`src/rtl/e3_oh_pkg.sv`:
```
// constants shared by both ends of the strobed overhead insertion link
// assumes one 100 MHz system clock shared by both ends
//
// Behaviour
// - strobe one line period before each overhead bit
// - frame pulse on last bit, with slot-0 strobe
// - capture insert bit on falling line clock
// - no request keeps the generated slot value
// - all 12 slots are insertable, so no request is discarded
// - captured bit goes into the next frame
// - terminal samples link on rising line clock
// - frame plus strobe marks first overhead slot
// - terminal counts strobes since frame marker
// - counts 0 to 9 are alignment bits 9..0
// - count 10 alarm bit, count 11 national bit
// - raise request and bit together at slot
// - hold request and bit until next strobe
package e3_oh_pkg;

    // ----------------------------------------------------------------
    // line timing
    // ----------------------------------------------------------------
    localparam int SYS_CLK_PERIOD_NS = 10;
    localparam logic [1:0] LINE_DIV_LAST = 2'h3;
    localparam logic [1:0] LINE_DIV_HALF = 2'h2;
    localparam logic [1:0] LINE_DIV_RESET = 2'h3;

    // ----------------------------------------------------------------
    // frame layout
    // ----------------------------------------------------------------
    localparam logic [10:0] FRAME_LAST_BIT = 11'h5ff;
    localparam logic [10:0] OH_SLOTS = 11'h00c;
    localparam logic [3:0] OH_SLOT_LAST = 4'hb;
    localparam logic [9:0] FAS_WORD = 10'h3d0;
    localparam logic [3:0] SLOT_ALARM = 4'ha;
    localparam logic [3:0] SLOT_NATIONAL = 4'hb;
    localparam logic [11:0] OH_INSERTABLE = 12'hfff;

    // ----------------------------------------------------------------
    // payload buffer
    // ----------------------------------------------------------------
    localparam int PAY_WIDTH = 8;
    localparam int PAY_DEPTH = 16;
    localparam logic [3:0] PAY_BIT_LAST = 4'h7;

    // ----------------------------------------------------------------
    // terminal states
    // ----------------------------------------------------------------
    typedef enum logic [1:0] {
        TERM_HUNT = 2'h1,
        TERM_LOCK = 2'h2
    } term_state_t;

    // bit index of an overhead slot inside the 12-bit overhead word
    function automatic logic [3:0] oh_index(input logic [3:0] slot);
        oh_index = OH_SLOT_LAST - slot;
    endfunction : oh_index

    // true while a frame position is an overhead slot
    function automatic logic is_oh(input logic [10:0] pos);
        is_oh = (pos < OH_SLOTS);
    endfunction : is_oh

endpackage : e3_oh_pkg

```
`src/rtl/e3_oh_link_if.sv`:
```
// link between framer end and terminal end
// assumes both ends run on the same system clock
`timescale 1ns/10ps
interface e3_oh_link_if;
    logic tx_line_clock;
    logic oh_slot_strobe;
    logic frame_boundary_pulse;
    logic oh_insert_request;
    logic oh_insert_bit;

    modport framer (
        output tx_line_clock,
        output oh_slot_strobe,
        output frame_boundary_pulse,
        input oh_insert_request,
        input oh_insert_bit
    );

    modport terminal (
        input tx_line_clock,
        input oh_slot_strobe,
        input frame_boundary_pulse,
        output oh_insert_request,
        output oh_insert_bit
    );
endinterface : e3_oh_link_if

```
`src/rtl/e3_oh_framer_end.sv`:
```
// framer end: line clock, slot strobes, overhead capture, serial output
// assumes synchronous user inputs and a terminal on the link interface
`timescale 1ns/10ps

// --------------------------------------------------------------------
// payload fifo
// --------------------------------------------------------------------
module e3_pay_fifo #(
    parameter int WIDTH = 8,
    parameter int DEPTH = 16
) (
    input wire logic i_sys_clk,
    input wire logic i_rstn,
    input wire logic [WIDTH-1:0] i_in_data,
    input wire logic i_in_valid,
    output logic o_in_ready,
    output logic [WIDTH-1:0] o_out_data,
    output logic o_out_valid,
    input wire logic i_out_ready
);
    localparam int AW = $clog2(DEPTH);

    logic [WIDTH-1:0] mem_reg [DEPTH];
    logic [AW-1:0] wr_reg;
    logic [AW-1:0] rd_reg;
    logic [AW:0] cnt_reg;
    logic [AW:0] cnt_next;
    logic in_ready_reg;
    logic out_valid_reg;
    wire push = i_in_valid & in_ready_reg;
    wire pop = i_out_ready & out_valid_reg;

    assign cnt_next = cnt_reg + (AW+1)'(push) - (AW+1)'(pop);
    assign o_in_ready = in_ready_reg;
    assign o_out_valid = out_valid_reg;
    assign o_out_data = mem_reg[rd_reg];

    always_ff @(posedge i_sys_clk or negedge i_rstn)
    begin
        if (!i_rstn)
        begin
            wr_reg <= '0;
            rd_reg <= '0;
            cnt_reg <= '0;
            in_ready_reg <= 1'b0;
            out_valid_reg <= 1'b0;
        end
        else
        begin
            if (push)
                wr_reg <= wr_reg + 1'b1;
            if (pop)
                rd_reg <= rd_reg + 1'b1;
            cnt_reg <= cnt_next;
            in_ready_reg <= (cnt_next != (AW+1)'(DEPTH));
            out_valid_reg <= (cnt_next != '0);
        end
    end

    always_ff @(posedge i_sys_clk)
    begin
        if (push)
            mem_reg[wr_reg] <= i_in_data;
    end
endmodule : e3_pay_fifo

// --------------------------------------------------------------------
// framer end
// --------------------------------------------------------------------
module e3_oh_framer_end (
    input wire logic i_sys_clk,
    input wire logic i_rstn,
    input wire logic [7:0] i_pay_data,
    input wire logic i_pay_valid,
    output logic o_pay_ready,
    input wire logic i_gen_alarm_bit,
    input wire logic i_gen_national_bit,
    output logic o_line_data,
    output logic o_line_bit_valid,
    output logic o_underrun,
    e3_oh_link_if.framer link
);
    // ----------------------------------------------------------------
    // line clock divider
    // ----------------------------------------------------------------
    logic [1:0] div_reg;
    logic [1:0] div_next;
    logic line_clk_reg;
    wire rise_en = (div_reg == 2'h0);
    wire fall_en = (div_reg == e3_oh_pkg::LINE_DIV_HALF);

    assign div_next = (div_reg == e3_oh_pkg::LINE_DIV_LAST) ? 2'h0
                    : div_reg + 2'h1;

    always_ff @(posedge i_sys_clk or negedge i_rstn)
    begin
        if (!i_rstn)
        begin
            div_reg <= e3_oh_pkg::LINE_DIV_RESET;
            line_clk_reg <= 1'b0;
        end
        else
        begin
            div_reg <= div_next;
            line_clk_reg <= (div_next < e3_oh_pkg::LINE_DIV_HALF);
        end
    end

    // ----------------------------------------------------------------
    // frame position and strobes
    // ----------------------------------------------------------------
    logic [10:0] pos_reg;
    logic [10:0] pos_next;
    logic [10:0] pos_ahead;
    logic strobe_reg;
    logic frame_reg;

    assign pos_next = (pos_reg == e3_oh_pkg::FRAME_LAST_BIT) ? 11'h000
                    : pos_reg + 11'h001;
    assign pos_ahead = (pos_next == e3_oh_pkg::FRAME_LAST_BIT) ? 11'h000
                     : pos_next + 11'h001;

    always_ff @(posedge i_sys_clk or negedge i_rstn)
    begin
        if (!i_rstn)
        begin
            pos_reg <= e3_oh_pkg::FRAME_LAST_BIT - 11'h001;
            strobe_reg <= 1'b0;
            frame_reg <= 1'b0;
        end
        else if (rise_en)
        begin
            pos_reg <= pos_next;
            strobe_reg <= e3_oh_pkg::is_oh(pos_ahead);
            frame_reg <= (pos_next == e3_oh_pkg::FRAME_LAST_BIT);
        end
    end

    assign link.tx_line_clock = line_clk_reg;
    assign link.oh_slot_strobe = strobe_reg;
    assign link.frame_boundary_pulse = frame_reg;

    // ----------------------------------------------------------------
    // overhead capture and next-frame transfer
    // ----------------------------------------------------------------
    logic [11:0] pend_val_reg;
    logic [11:0] pend_mask_reg;
    logic [11:0] act_val_reg;
    logic [11:0] act_mask_reg;
    logic [11:0] cap_sel;
    wire [3:0] cur_idx = e3_oh_pkg::oh_index(pos_reg[3:0]);
    wire [3:0] next_idx = e3_oh_pkg::oh_index(pos_next[3:0]);
    wire cur_is_oh = e3_oh_pkg::is_oh(pos_reg);
    wire cap_en = fall_en & link.oh_insert_request & cur_is_oh
                & e3_oh_pkg::OH_INSERTABLE[cur_idx];
    wire frame_wrap = rise_en & (pos_next == e3_oh_pkg::FRAME_LAST_BIT);
    wire [11:0] gen_word = {e3_oh_pkg::FAS_WORD, i_gen_alarm_bit,
                            i_gen_national_bit};

    assign cap_sel = cap_en ? (12'h001 << cur_idx) : 12'h000;

    always_ff @(posedge i_sys_clk or negedge i_rstn)
    begin
        if (!i_rstn)
        begin
            pend_val_reg <= 12'h000;
            pend_mask_reg <= 12'h000;
            act_val_reg <= 12'h000;
            act_mask_reg <= 12'h000;
        end
        else if (frame_wrap)
        begin
            act_val_reg <= pend_val_reg;
            act_mask_reg <= pend_mask_reg;
            pend_mask_reg <= 12'h000;
        end
        else if (cap_en)
        begin
            pend_val_reg <= (pend_val_reg & ~cap_sel)
                          | (link.oh_insert_bit ? cap_sel : 12'h000);
            pend_mask_reg <= pend_mask_reg | cap_sel;
        end
    end

    // ----------------------------------------------------------------
    // payload serialiser
    // ----------------------------------------------------------------
    logic [7:0] fifo_data;
    logic fifo_valid;
    logic [7:0] sh_reg;
    logic [3:0] sh_cnt_reg;
    logic line_data_reg;
    logic line_valid_reg;
    logic underrun_reg;
    wire next_is_oh = e3_oh_pkg::is_oh(pos_next);
    wire pay_slot = rise_en & ~next_is_oh;
    wire need_word = pay_slot & (sh_cnt_reg == 4'h0);
    wire pop = need_word & fifo_valid;
    wire oh_bit = act_mask_reg[next_idx] ? act_val_reg[next_idx]
                : gen_word[next_idx];
    wire pay_bit = (sh_cnt_reg == 4'h0) ? (fifo_valid & fifo_data[7])
                 : sh_reg[7];

    e3_pay_fifo #(
        .WIDTH(e3_oh_pkg::PAY_WIDTH),
        .DEPTH(e3_oh_pkg::PAY_DEPTH)
    ) u_fifo (
        .i_sys_clk(i_sys_clk),
        .i_rstn(i_rstn),
        .i_in_data(i_pay_data),
        .i_in_valid(i_pay_valid),
        .o_in_ready(o_pay_ready),
        .o_out_data(fifo_data),
        .o_out_valid(fifo_valid),
        .i_out_ready(pop)
    );

    always_ff @(posedge i_sys_clk or negedge i_rstn)
    begin
        if (!i_rstn)
        begin
            sh_reg <= 8'h00;
            sh_cnt_reg <= 4'h0;
            line_data_reg <= 1'b0;
            line_valid_reg <= 1'b0;
            underrun_reg <= 1'b0;
        end
        else
        begin
            line_valid_reg <= rise_en;
            underrun_reg <= need_word & ~fifo_valid;
            if (rise_en)
                line_data_reg <= next_is_oh ? oh_bit : pay_bit;
            if (pop)
            begin
                sh_reg <= {fifo_data[6:0], 1'b0};
                sh_cnt_reg <= e3_oh_pkg::PAY_BIT_LAST;
            end
            else if (pay_slot && sh_cnt_reg != 4'h0)
            begin
                sh_reg <= {sh_reg[6:0], 1'b0};
                sh_cnt_reg <= sh_cnt_reg - 4'h1;
            end
        end
    end

    assign o_line_data = line_data_reg;
    assign o_line_bit_valid = line_valid_reg;
    assign o_underrun = underrun_reg;
endmodule : e3_oh_framer_end

```
`src/flat_wrapper.sv`:
```
// flat-port wrapper written by rule: the top's interface ports become plain ports
module e3_oh_framer_end_flat 
  (i_sys_clk, i_rstn, i_pay_data, i_pay_valid, o_pay_ready, i_gen_alarm_bit, i_gen_national_bit, o_line_data, o_line_bit_valid, o_underrun, link_tx_line_clock, link_oh_slot_strobe, link_frame_boundary_pulse, link_oh_insert_request, link_oh_insert_bit);
  e3_oh_link_if link_i ();
  input wire logic i_sys_clk;
  input wire logic i_rstn;
  input wire logic [7:0] i_pay_data;
  input wire logic i_pay_valid;
  output logic o_pay_ready;
  input wire logic i_gen_alarm_bit;
  input wire logic i_gen_national_bit;
  output logic o_line_data;
  output logic o_line_bit_valid;
  output logic o_underrun;
  output wire logic [$bits(link_i.tx_line_clock)-1:0] link_tx_line_clock;
  output wire logic [$bits(link_i.oh_slot_strobe)-1:0] link_oh_slot_strobe;
  output wire logic [$bits(link_i.frame_boundary_pulse)-1:0] link_frame_boundary_pulse;
  input wire logic [$bits(link_i.oh_insert_request)-1:0] link_oh_insert_request;
  input wire logic [$bits(link_i.oh_insert_bit)-1:0] link_oh_insert_bit;
  assign link_tx_line_clock = link_i.tx_line_clock;
  assign link_oh_slot_strobe = link_i.oh_slot_strobe;
  assign link_frame_boundary_pulse = link_i.frame_boundary_pulse;
  assign link_i.oh_insert_request = link_oh_insert_request;
  assign link_i.oh_insert_bit = link_oh_insert_bit;
  e3_oh_framer_end u_core (.i_sys_clk(i_sys_clk), .i_rstn(i_rstn), .i_pay_data(i_pay_data), .i_pay_valid(i_pay_valid), .o_pay_ready(o_pay_ready), .i_gen_alarm_bit(i_gen_alarm_bit), .i_gen_national_bit(i_gen_national_bit), .o_line_data(o_line_data), .o_line_bit_valid(o_line_bit_valid), .o_underrun(o_underrun), .link(link_i));
endmodule
```
`config.mk`:
```
export PLATFORM = sky130hd
export DESIGN_NAME = e3_oh_framer_end_flat
export DESIGN_NICKNAME = d
export VERILOG_FILES = /design/src/rtl/e3_oh_pkg.sv /design/src/rtl/e3_oh_link_if.sv /design/src/rtl/e3_oh_framer_end.sv /design/src/flat_wrapper.sv
export SDC_FILE = /design/constraint.sdc
export NUM_CORES = 1
export LEC_CHECK = 0
export CAP_MARGIN = 20
export CORE_AREA = 2 2 142 144
export CTS_BUF_LIST = sky130_fd_sc_hd__clkbuf_4
export CTS_CLUSTER_DIAMETER = 40
export CTS_CLUSTER_SIZE = 25
export DETAILED_ROUTE_END_ITERATION = 8
export DIE_AREA = 0 0 144 146
export DONT_BUFFER_PORTS = 1
export SLEW_MARGIN = 5
export SYNTH_ARGS = -nofsm -noshare
export SYNTH_HDL_FRONTEND = slang
export SYNTH_SLANG_ARGS = --single-unit
```
`constraint.sdc`:
```
create_clock -name i_sys_clk -period 4.6 [get_ports i_sys_clk]
set_input_delay 0.46 -clock i_sys_clk [delete_from_list [all_inputs] [get_ports i_sys_clk]]
set_output_delay 0.46 -clock i_sys_clk [all_outputs]
set_load 0.02 [all_outputs]
```
==> impl_metrics.toml, run 1 <==
[cts]
insertion_delay_ns = 0.73
root_buffer = "clkbuf_4"
clk_pin_slew_ns = 0.12
ctsHoldBuffers = 11
cts_tree = "built"
cts_max_path_buffers = 3
htree_levels = 1
clock-sinks = 221
post_cts_resized = 0
cts_setup_buffers = 0
cts_buffers = 31

[yosys]
syn_inst = 630
yosysWarnings = 0
synth_edf_count = 128
avgSynthCellArea_um2 = 15.3
dominantRegCellSynth = "edfxtp_1"
synth_seq_cells = 221
ys_types = 65
syn_area_um2 = 9610
synth_compound_area_share_pct = 6.23
synth_top_family_by_area = "multiplexers"
muxShareOfSynthArea_pct = 14.9
syn_nets = 670
yosys.area_share.adder_pct = 3.33
synthTopCellsByArea = "edfxtp_1, dfrtp_1, mux4_2, mux2_2, ha_1"
synth_top_area_share_pct = 40.0
ys_seq_area_share_pct = 64.3
synth-xor-area-share_pct = 1.73
yosys.area.top_type = "edfxtp_1"
synthArstFlopShare_pct = 42.1
yosys.area_share.simple_pct = 7.41

[worst_setup_path]
cp_slowest_stage_delay_ns = 0.60
critPathLaunch = "u_core.pos_reg[0]$_DFFE_PN0P_"
r2r_end = "u_core.u_fifo.o_out_valid$_DFF_PN0_"
rrSetupSlack_ns = 0.56
start_kind = "register"
path_max_fanout = 11
worstSetupEndpointType = "register"
worstPathArrival_ns = 4.58
worstSetupPathType = "reg2reg"
worstRegToRegCells = 14
cp_common_cell = "ha_1"
r2r-start = "u_core.pos_reg[0]$_DFFE_PN0P_"
slowest_stage = "dfrtp_1"
worstPathRequired_ns = 5.14
crit_end = "u_core.u_fifo.o_out_valid$_DFF_PN0_"
cp_cell_sequence = "ha_1 > and4_1 > nor3b_2 > o31ai_1 > a31oi_2 > a211oi_4 > ha_1 > inv_1 > ha_1 > fa_1 > a21o_1 > a21oi_1 > xnor2_1 > nand2b_1"

[place]
dp_slack_ns = 0.599
gp_congestion = 0.833
dp.cells = 882
dpl.hpwl_um = 12400
port_buffers = 0

[floorplan]
rows = 51
ios = 22
die_y_um = 146
core_area_um2 = 19300
initial_core_util_pct = 49.7
dieArea_um2 = 21000
die_w_um = 144

[timing]
period_needed_ns = 4.04
setup_tns_ns = 0
slew_violations = 0
setup_viol_count_final = 0
setup_slack_ns = 0.561
fmax_mhz = 248
fin_skew_ns = 0.0799
hold_violations = 0
grt_setup_unrepaired = "no"
slew_headroom_pct = 36.8
fin_crit_sh_pct = 87.8
worst-slew-pin-transition_ns = 0.949

[cells_and_area]
mostFrequentLayoutCell = "edfxtp_1"
final_cell_mix = "edfxtp_1, dfrtp_1, nor2_1, nand2_1, mux2_2"
area_growth_pct = 10.5
drive_above_1_share_pct = 26.1
fin_nets = 701
final-instance-count-excl-fill = 952
largest_reg_flops = 128

[detailed_routing]
dr_total_vias = 5295
drt-total-wl_um = 18800
drt_iter0_markers = 269
wl_met3_um = 791
wl_per_cell_um = 19.7
top_layer_used = "met4"
first_pass_iters = 4
wl_met1_um = 8080
viasPerCell = 5.56
postRouteAntennaNets = 0
drc = 0
met2RoutedLength_um = 9550

[global_routing]
antenna_found_initial = 1
grt_overflow = 0
grt_max_degree = 94
grt_pass1_wl_um = 30800
grt_use_total_pct = 18.9
grt_pass1_vias = 5559

[pwr]
powerDensity_nw_per_um2 = 447
p_switching_mw = 1.37
seq_power_share_pct = 52.8
cell_internal_pwr_mw = 3.38
power.share.clock_pct = 30.4
switching_share_pct = 28.8
pwr-share-comb_pct = 16.8
ir_drop_uv = 273
leakage_nw = 3.97

[run]
max-cap-violations = 0

[status]
outcome = "completed"

[hold_path]
hp-class = "in2reg"
[layer usage]
layer / up-vias / track usage, %
met2: 96 / 31.8
met3: 29 / 3.69
li1: 2451 / -
met4: 0 / 4.61
met5: - / 0
met1: 2719 / 25.4
[logic make-up after synthesis]
family	count (synthesis)
AO/OA/AOI/OAI	80
AND/OR/NAND/NOR	143
buffers and inverters	48
adder cells (fa/ha/maj)	25
XOR/XNOR	19
flip-flops	221
multiplexers	94
[power by group through the flow]
stage / combinational (mW) / clock [mW] / sequential, mW
after floorplan: 0.674 / 0 / 2.44
after global placement: 0.736 / 0 / 2.55
after detailed placement: 0.770 / 0 / 2.56
after CTS: 0.816 / 1.49 / 2.51
after global routing: 0.886 / 1.57 / 2.55
final: 0.797 / 1.44 / 2.51
[per-stage QoR]
step / hold slack (ns) / power (mW) / area (um^2) / utilization (%)
global route: 0.181 / 5.00 / 10600 / 54.9
floorplan: 0.164 / 3.11 / 9610 / -
global placement: 0.167 / 3.28 / 9940 / 51.4
finish: 0.186 / 4.75 / 10600 / 54.9
detailed placement: 0.168 / 3.33 / 9940 / 51.4
CTS: 0.141 / 4.83 / 10600 / 54.9
[critical path, delay by kind of cell (launching register included)]
kind	cells	cell delay, ns
AO/OA/AOI/OAI	5	0.90
XOR/XNOR	1	0.12
flip-flops	1	0.60
buffers and inverters	1	0.04
AND/OR/NAND/NOR	3	0.96
adder cells (fa/ha/maj)	4	1.29
[Yosys cell counts, drive strengths merged, types with 5 or more instances]
cell / count
a211oi: 8
a21oi: 12
a2bb2oi: 7
buf: 12
clkbuf: 13
dfrtp: 82
dfstp: 11
edfxtp: 128
ha: 24
inv: 23
mux2: 47
mux2i: 13
mux4: 34
nand2: 45
nand2b: 5
nand3: 6
nand4: 6
nor2: 46
nor2b: 5
nor3: 9
nor3b: 5
o21ai: 15
o22ai: 10
xnor2: 12
xor2: 7
[cell type report]
cell class | instances | area, um^2
fill | 1596 | 8710
sequential | 221 | 6190
multi-input combinational | 361 | 3240
tap | 265 | 332
clock inverter | 25 | 307
clock buffer | 33 | 248
timing repair buffer | 23 | 218
inverter | 23 | 86.3
antenna | 1 | 2.50
[worst min path at each step]
stage / cells after the start / endpoint / startpoint
final: 2 / u_core.u_fifo.wr_reg[0]$_DFFE_PN0P_ / i_pay_valid
after global routing: 2 / u_core.u_fifo.wr_reg[0]$_DFFE_PN0P_ / i_pay_valid
after CTS: 2 / u_core.u_fifo.wr_reg[0]$_DFFE_PN0P_ / i_pay_valid
after detailed placement: 0 / u_core.pos_reg[9]$_DFFE_PN0P_ / i_rstn
after global placement: 0 / u_core.pos_reg[9]$_DFFE_PN0P_ / i_rstn
after floorplan: 0 / asynchronous set/reset pin / i_rstn
No activity file was read; power rests on OpenSTA's default activity.
==> run 2: changes to the inputs <==
- CORE_AREA: 2 2 142 144 -> 2 2 130 132
- DIE_AREA: 0 0 144 146 -> 0 0 132 134
- PLACE_DENSITY: unset -> 0.75
==> run 2 against run 1 <==
Net effect: setup slack improved by 0.011 ns; final cell count fell by 4.9%; global-route usage rose by 2.0 points; highest routed layer unchanged; maximum frequency rose by 0.28%; first-iteration DRC count rose by 78%; non-clock buffer count rose by 1; sequential cell count did not move; cell area fell by 0.75%; routed wire length fell by 5.6%; register-to-register slack barely moved; combinational power rose by 5.4%.
==> impl_metrics.toml, run 2 (same netlist as run 1, synthesis figures left out) <==
[global_routing]
grt_use_total_pct = 20.9
grt_max_degree = 94
grt_overflow = 0
grt_pass1_vias = 5610
grt_pass1_wl_um = 29200
antenna_found_initial = 1

[cts]
root_buffer = "clkbuf_4"
clk_pin_slew_ns = 0.13
post_cts_resized = 0
cts_buffers = 29
insertion_delay_ns = 0.70
clock-sinks = 221
cts_setup_buffers = 0
cts_max_path_buffers = 3
htree_levels = 1
cts_tree = "built"
ctsHoldBuffers = 11

[timing]
fin_crit_sh_pct = 87.6
setup_slack_ns = 0.573
fin_skew_ns = 0.0616
slew_headroom_pct = 42.1
setup_tns_ns = 0
setup_viol_count_final = 0
hold_ws_ns = 0.191
worst-slew-pin-transition_ns = 0.862
slew_violations = 0
period_needed_ns = 4.03
grt_setup_unrepaired = "no"
hold_violations = 0
fmax_mhz = 248

[cells_and_area]
area_growth_pct = 9.66
final_cell_area_um2 = 10500
drive_above_1_share_pct = 25.3
final_cell_mix = "edfxtp_1, dfrtp_1, nor2_1, nand2_1, mux2_2"
mostFrequentLayoutCell = "edfxtp_1"
fin_nets = 700
largest_reg_flops = 128

[worst_setup_path]
worstPathRequired_ns = 5.19
worstSetupEndpointType = "register"
worstSetupPathType = "reg2reg"
worstPathArrival_ns = 4.62
path_max_fanout = 11
worstRegToRegCells = 14
start_kind = "register"

[place]
gp_congestion = 0.834
dp_slack_ns = 0.583
post_dp_cell_area_um2 = 9880
dpl.hpwl_um = 12000
port_buffers = 0

[detailed_routing]
drt_iter0_markers = 480
first_pass_iters = 5
viasPerCell = 5.89
drt-total-wl_um = 17700
dr_total_vias = 5331
postRouteAntennaNets = 0
drc = 0
wl_per_cell_um = 19.6

[floorplan]
die_w_um = 132
dieArea_um2 = 17700
core_area_um2 = 16300
rows = 47
initial_core_util_pct = 59.0
die_y_um = 134
ios = 22

[hold_path]
hp-class = "in2reg"
hold_depth = 2

[status]
outcome = "completed"

[run]
max-cap-violations = 0

[pwr]
powerDensity_nw_per_um2 = 445
leakage_nw = 3.96
total_power_mw = 4.69
ir_drop_uv = 304
[run 2: cell count changes in the layout (fill, tap and decap cells not counted), sizes merged]
cell / previous run / this run
clkbuf: 33 / 29
inv: 31 / 35
clkinvlp: 4 / 2
buf: 13 / 14
bufinv: 4 / 3
clkinv: 9 / 8
diode: 1 / 2
[run 2: cell type report]
class | instances | area, um^2
Timing Repair Buffer | 24 | 225
Inverter | 23 | 86.3
Clock buffer | 29 | 218
Clock inverter | 25 | 313
Antenna cell | 2 | 5.00
Fill cell | 1162 | 5750
Multi-Input combinational cell | 361 | 3230
Tap cell | 220 | 275
Sequential cell | 221 | 6190
[run 2: worst paths after layout]
path / from / end / slack (ns)
setup reg to reg: u_core.pos_reg[0]$_DFFE_PN0P_ / u_core.u_fifo.o_out_valid$_DFF_PN0_ / 0.57
max in group asynchronous: i_rstn / u_core.pos_reg[3]$_DFFE_PN1P_ / 3.80
setup / recovery: u_core.pos_reg[0]$_DFFE_PN0P_ / u_core.u_fifo.o_out_valid$_DFF_PN0_ / 0.57
min in group asynchronous: i_rstn / u_core.o_line_bit_valid$_DFF_PN0_ / 0.37
hold / removal: i_pay_valid / u_core.u_fifo.wr_reg[0]$_DFFE_PN0P_ / 0.19
hold reg to reg: u_core.pend_mask_reg[7]$_DFFE_PN0P_ / u_core.pend_mask_reg[7]$_DFFE_PN0P_ / 0.51
[run 2: layer usage]
layer  vias up  share of wire, %  GRT usage [%]
met4         0               3.1           6.64
met3        44               4.5           3.97
met1      2708                40           26.3
met2       119                52           36.9
met5         -                 0              0
li1       2460                 -              -
[run 2: metrics by stage]
step           utilization [%]  cells
5_1_grt                   64.7    905
2_1_floorplan                -    630
6_report                  64.7    905
3_5_place_dp              60.6    838
3_3_place_gp              60.6    838
4_1_cts                   64.7    903
[run 2: worst max-delay path: stages (launching register included)]
cell and delay (ns):
dfrtp_1 0.61, ha_1 0.40, and4_1 0.30, nor3b_2 0.52
o31ai_1 0.18, a31oi_2 0.27, a211oi_4 0.12, ha_1 0.31
inv_1 0.04, ha_1 0.20, fa_1 0.40, a21o_1 0.19
a21oi_1 0.17, xnor2_1 0.12, nand2b_1 0.15
[run 2: report_power, final]
| group | switching (mW) | internal [mW] | leakage, nW |
|---|---|---|---|
| clock network | 0.817 | 0.571 | 0.282 |
| registers | 0.136 | 2.33 | 2.28 |
| logic | 0.427 | 0.413 | 1.40 |
| total | 1.38 | 3.31 | 3.96 |
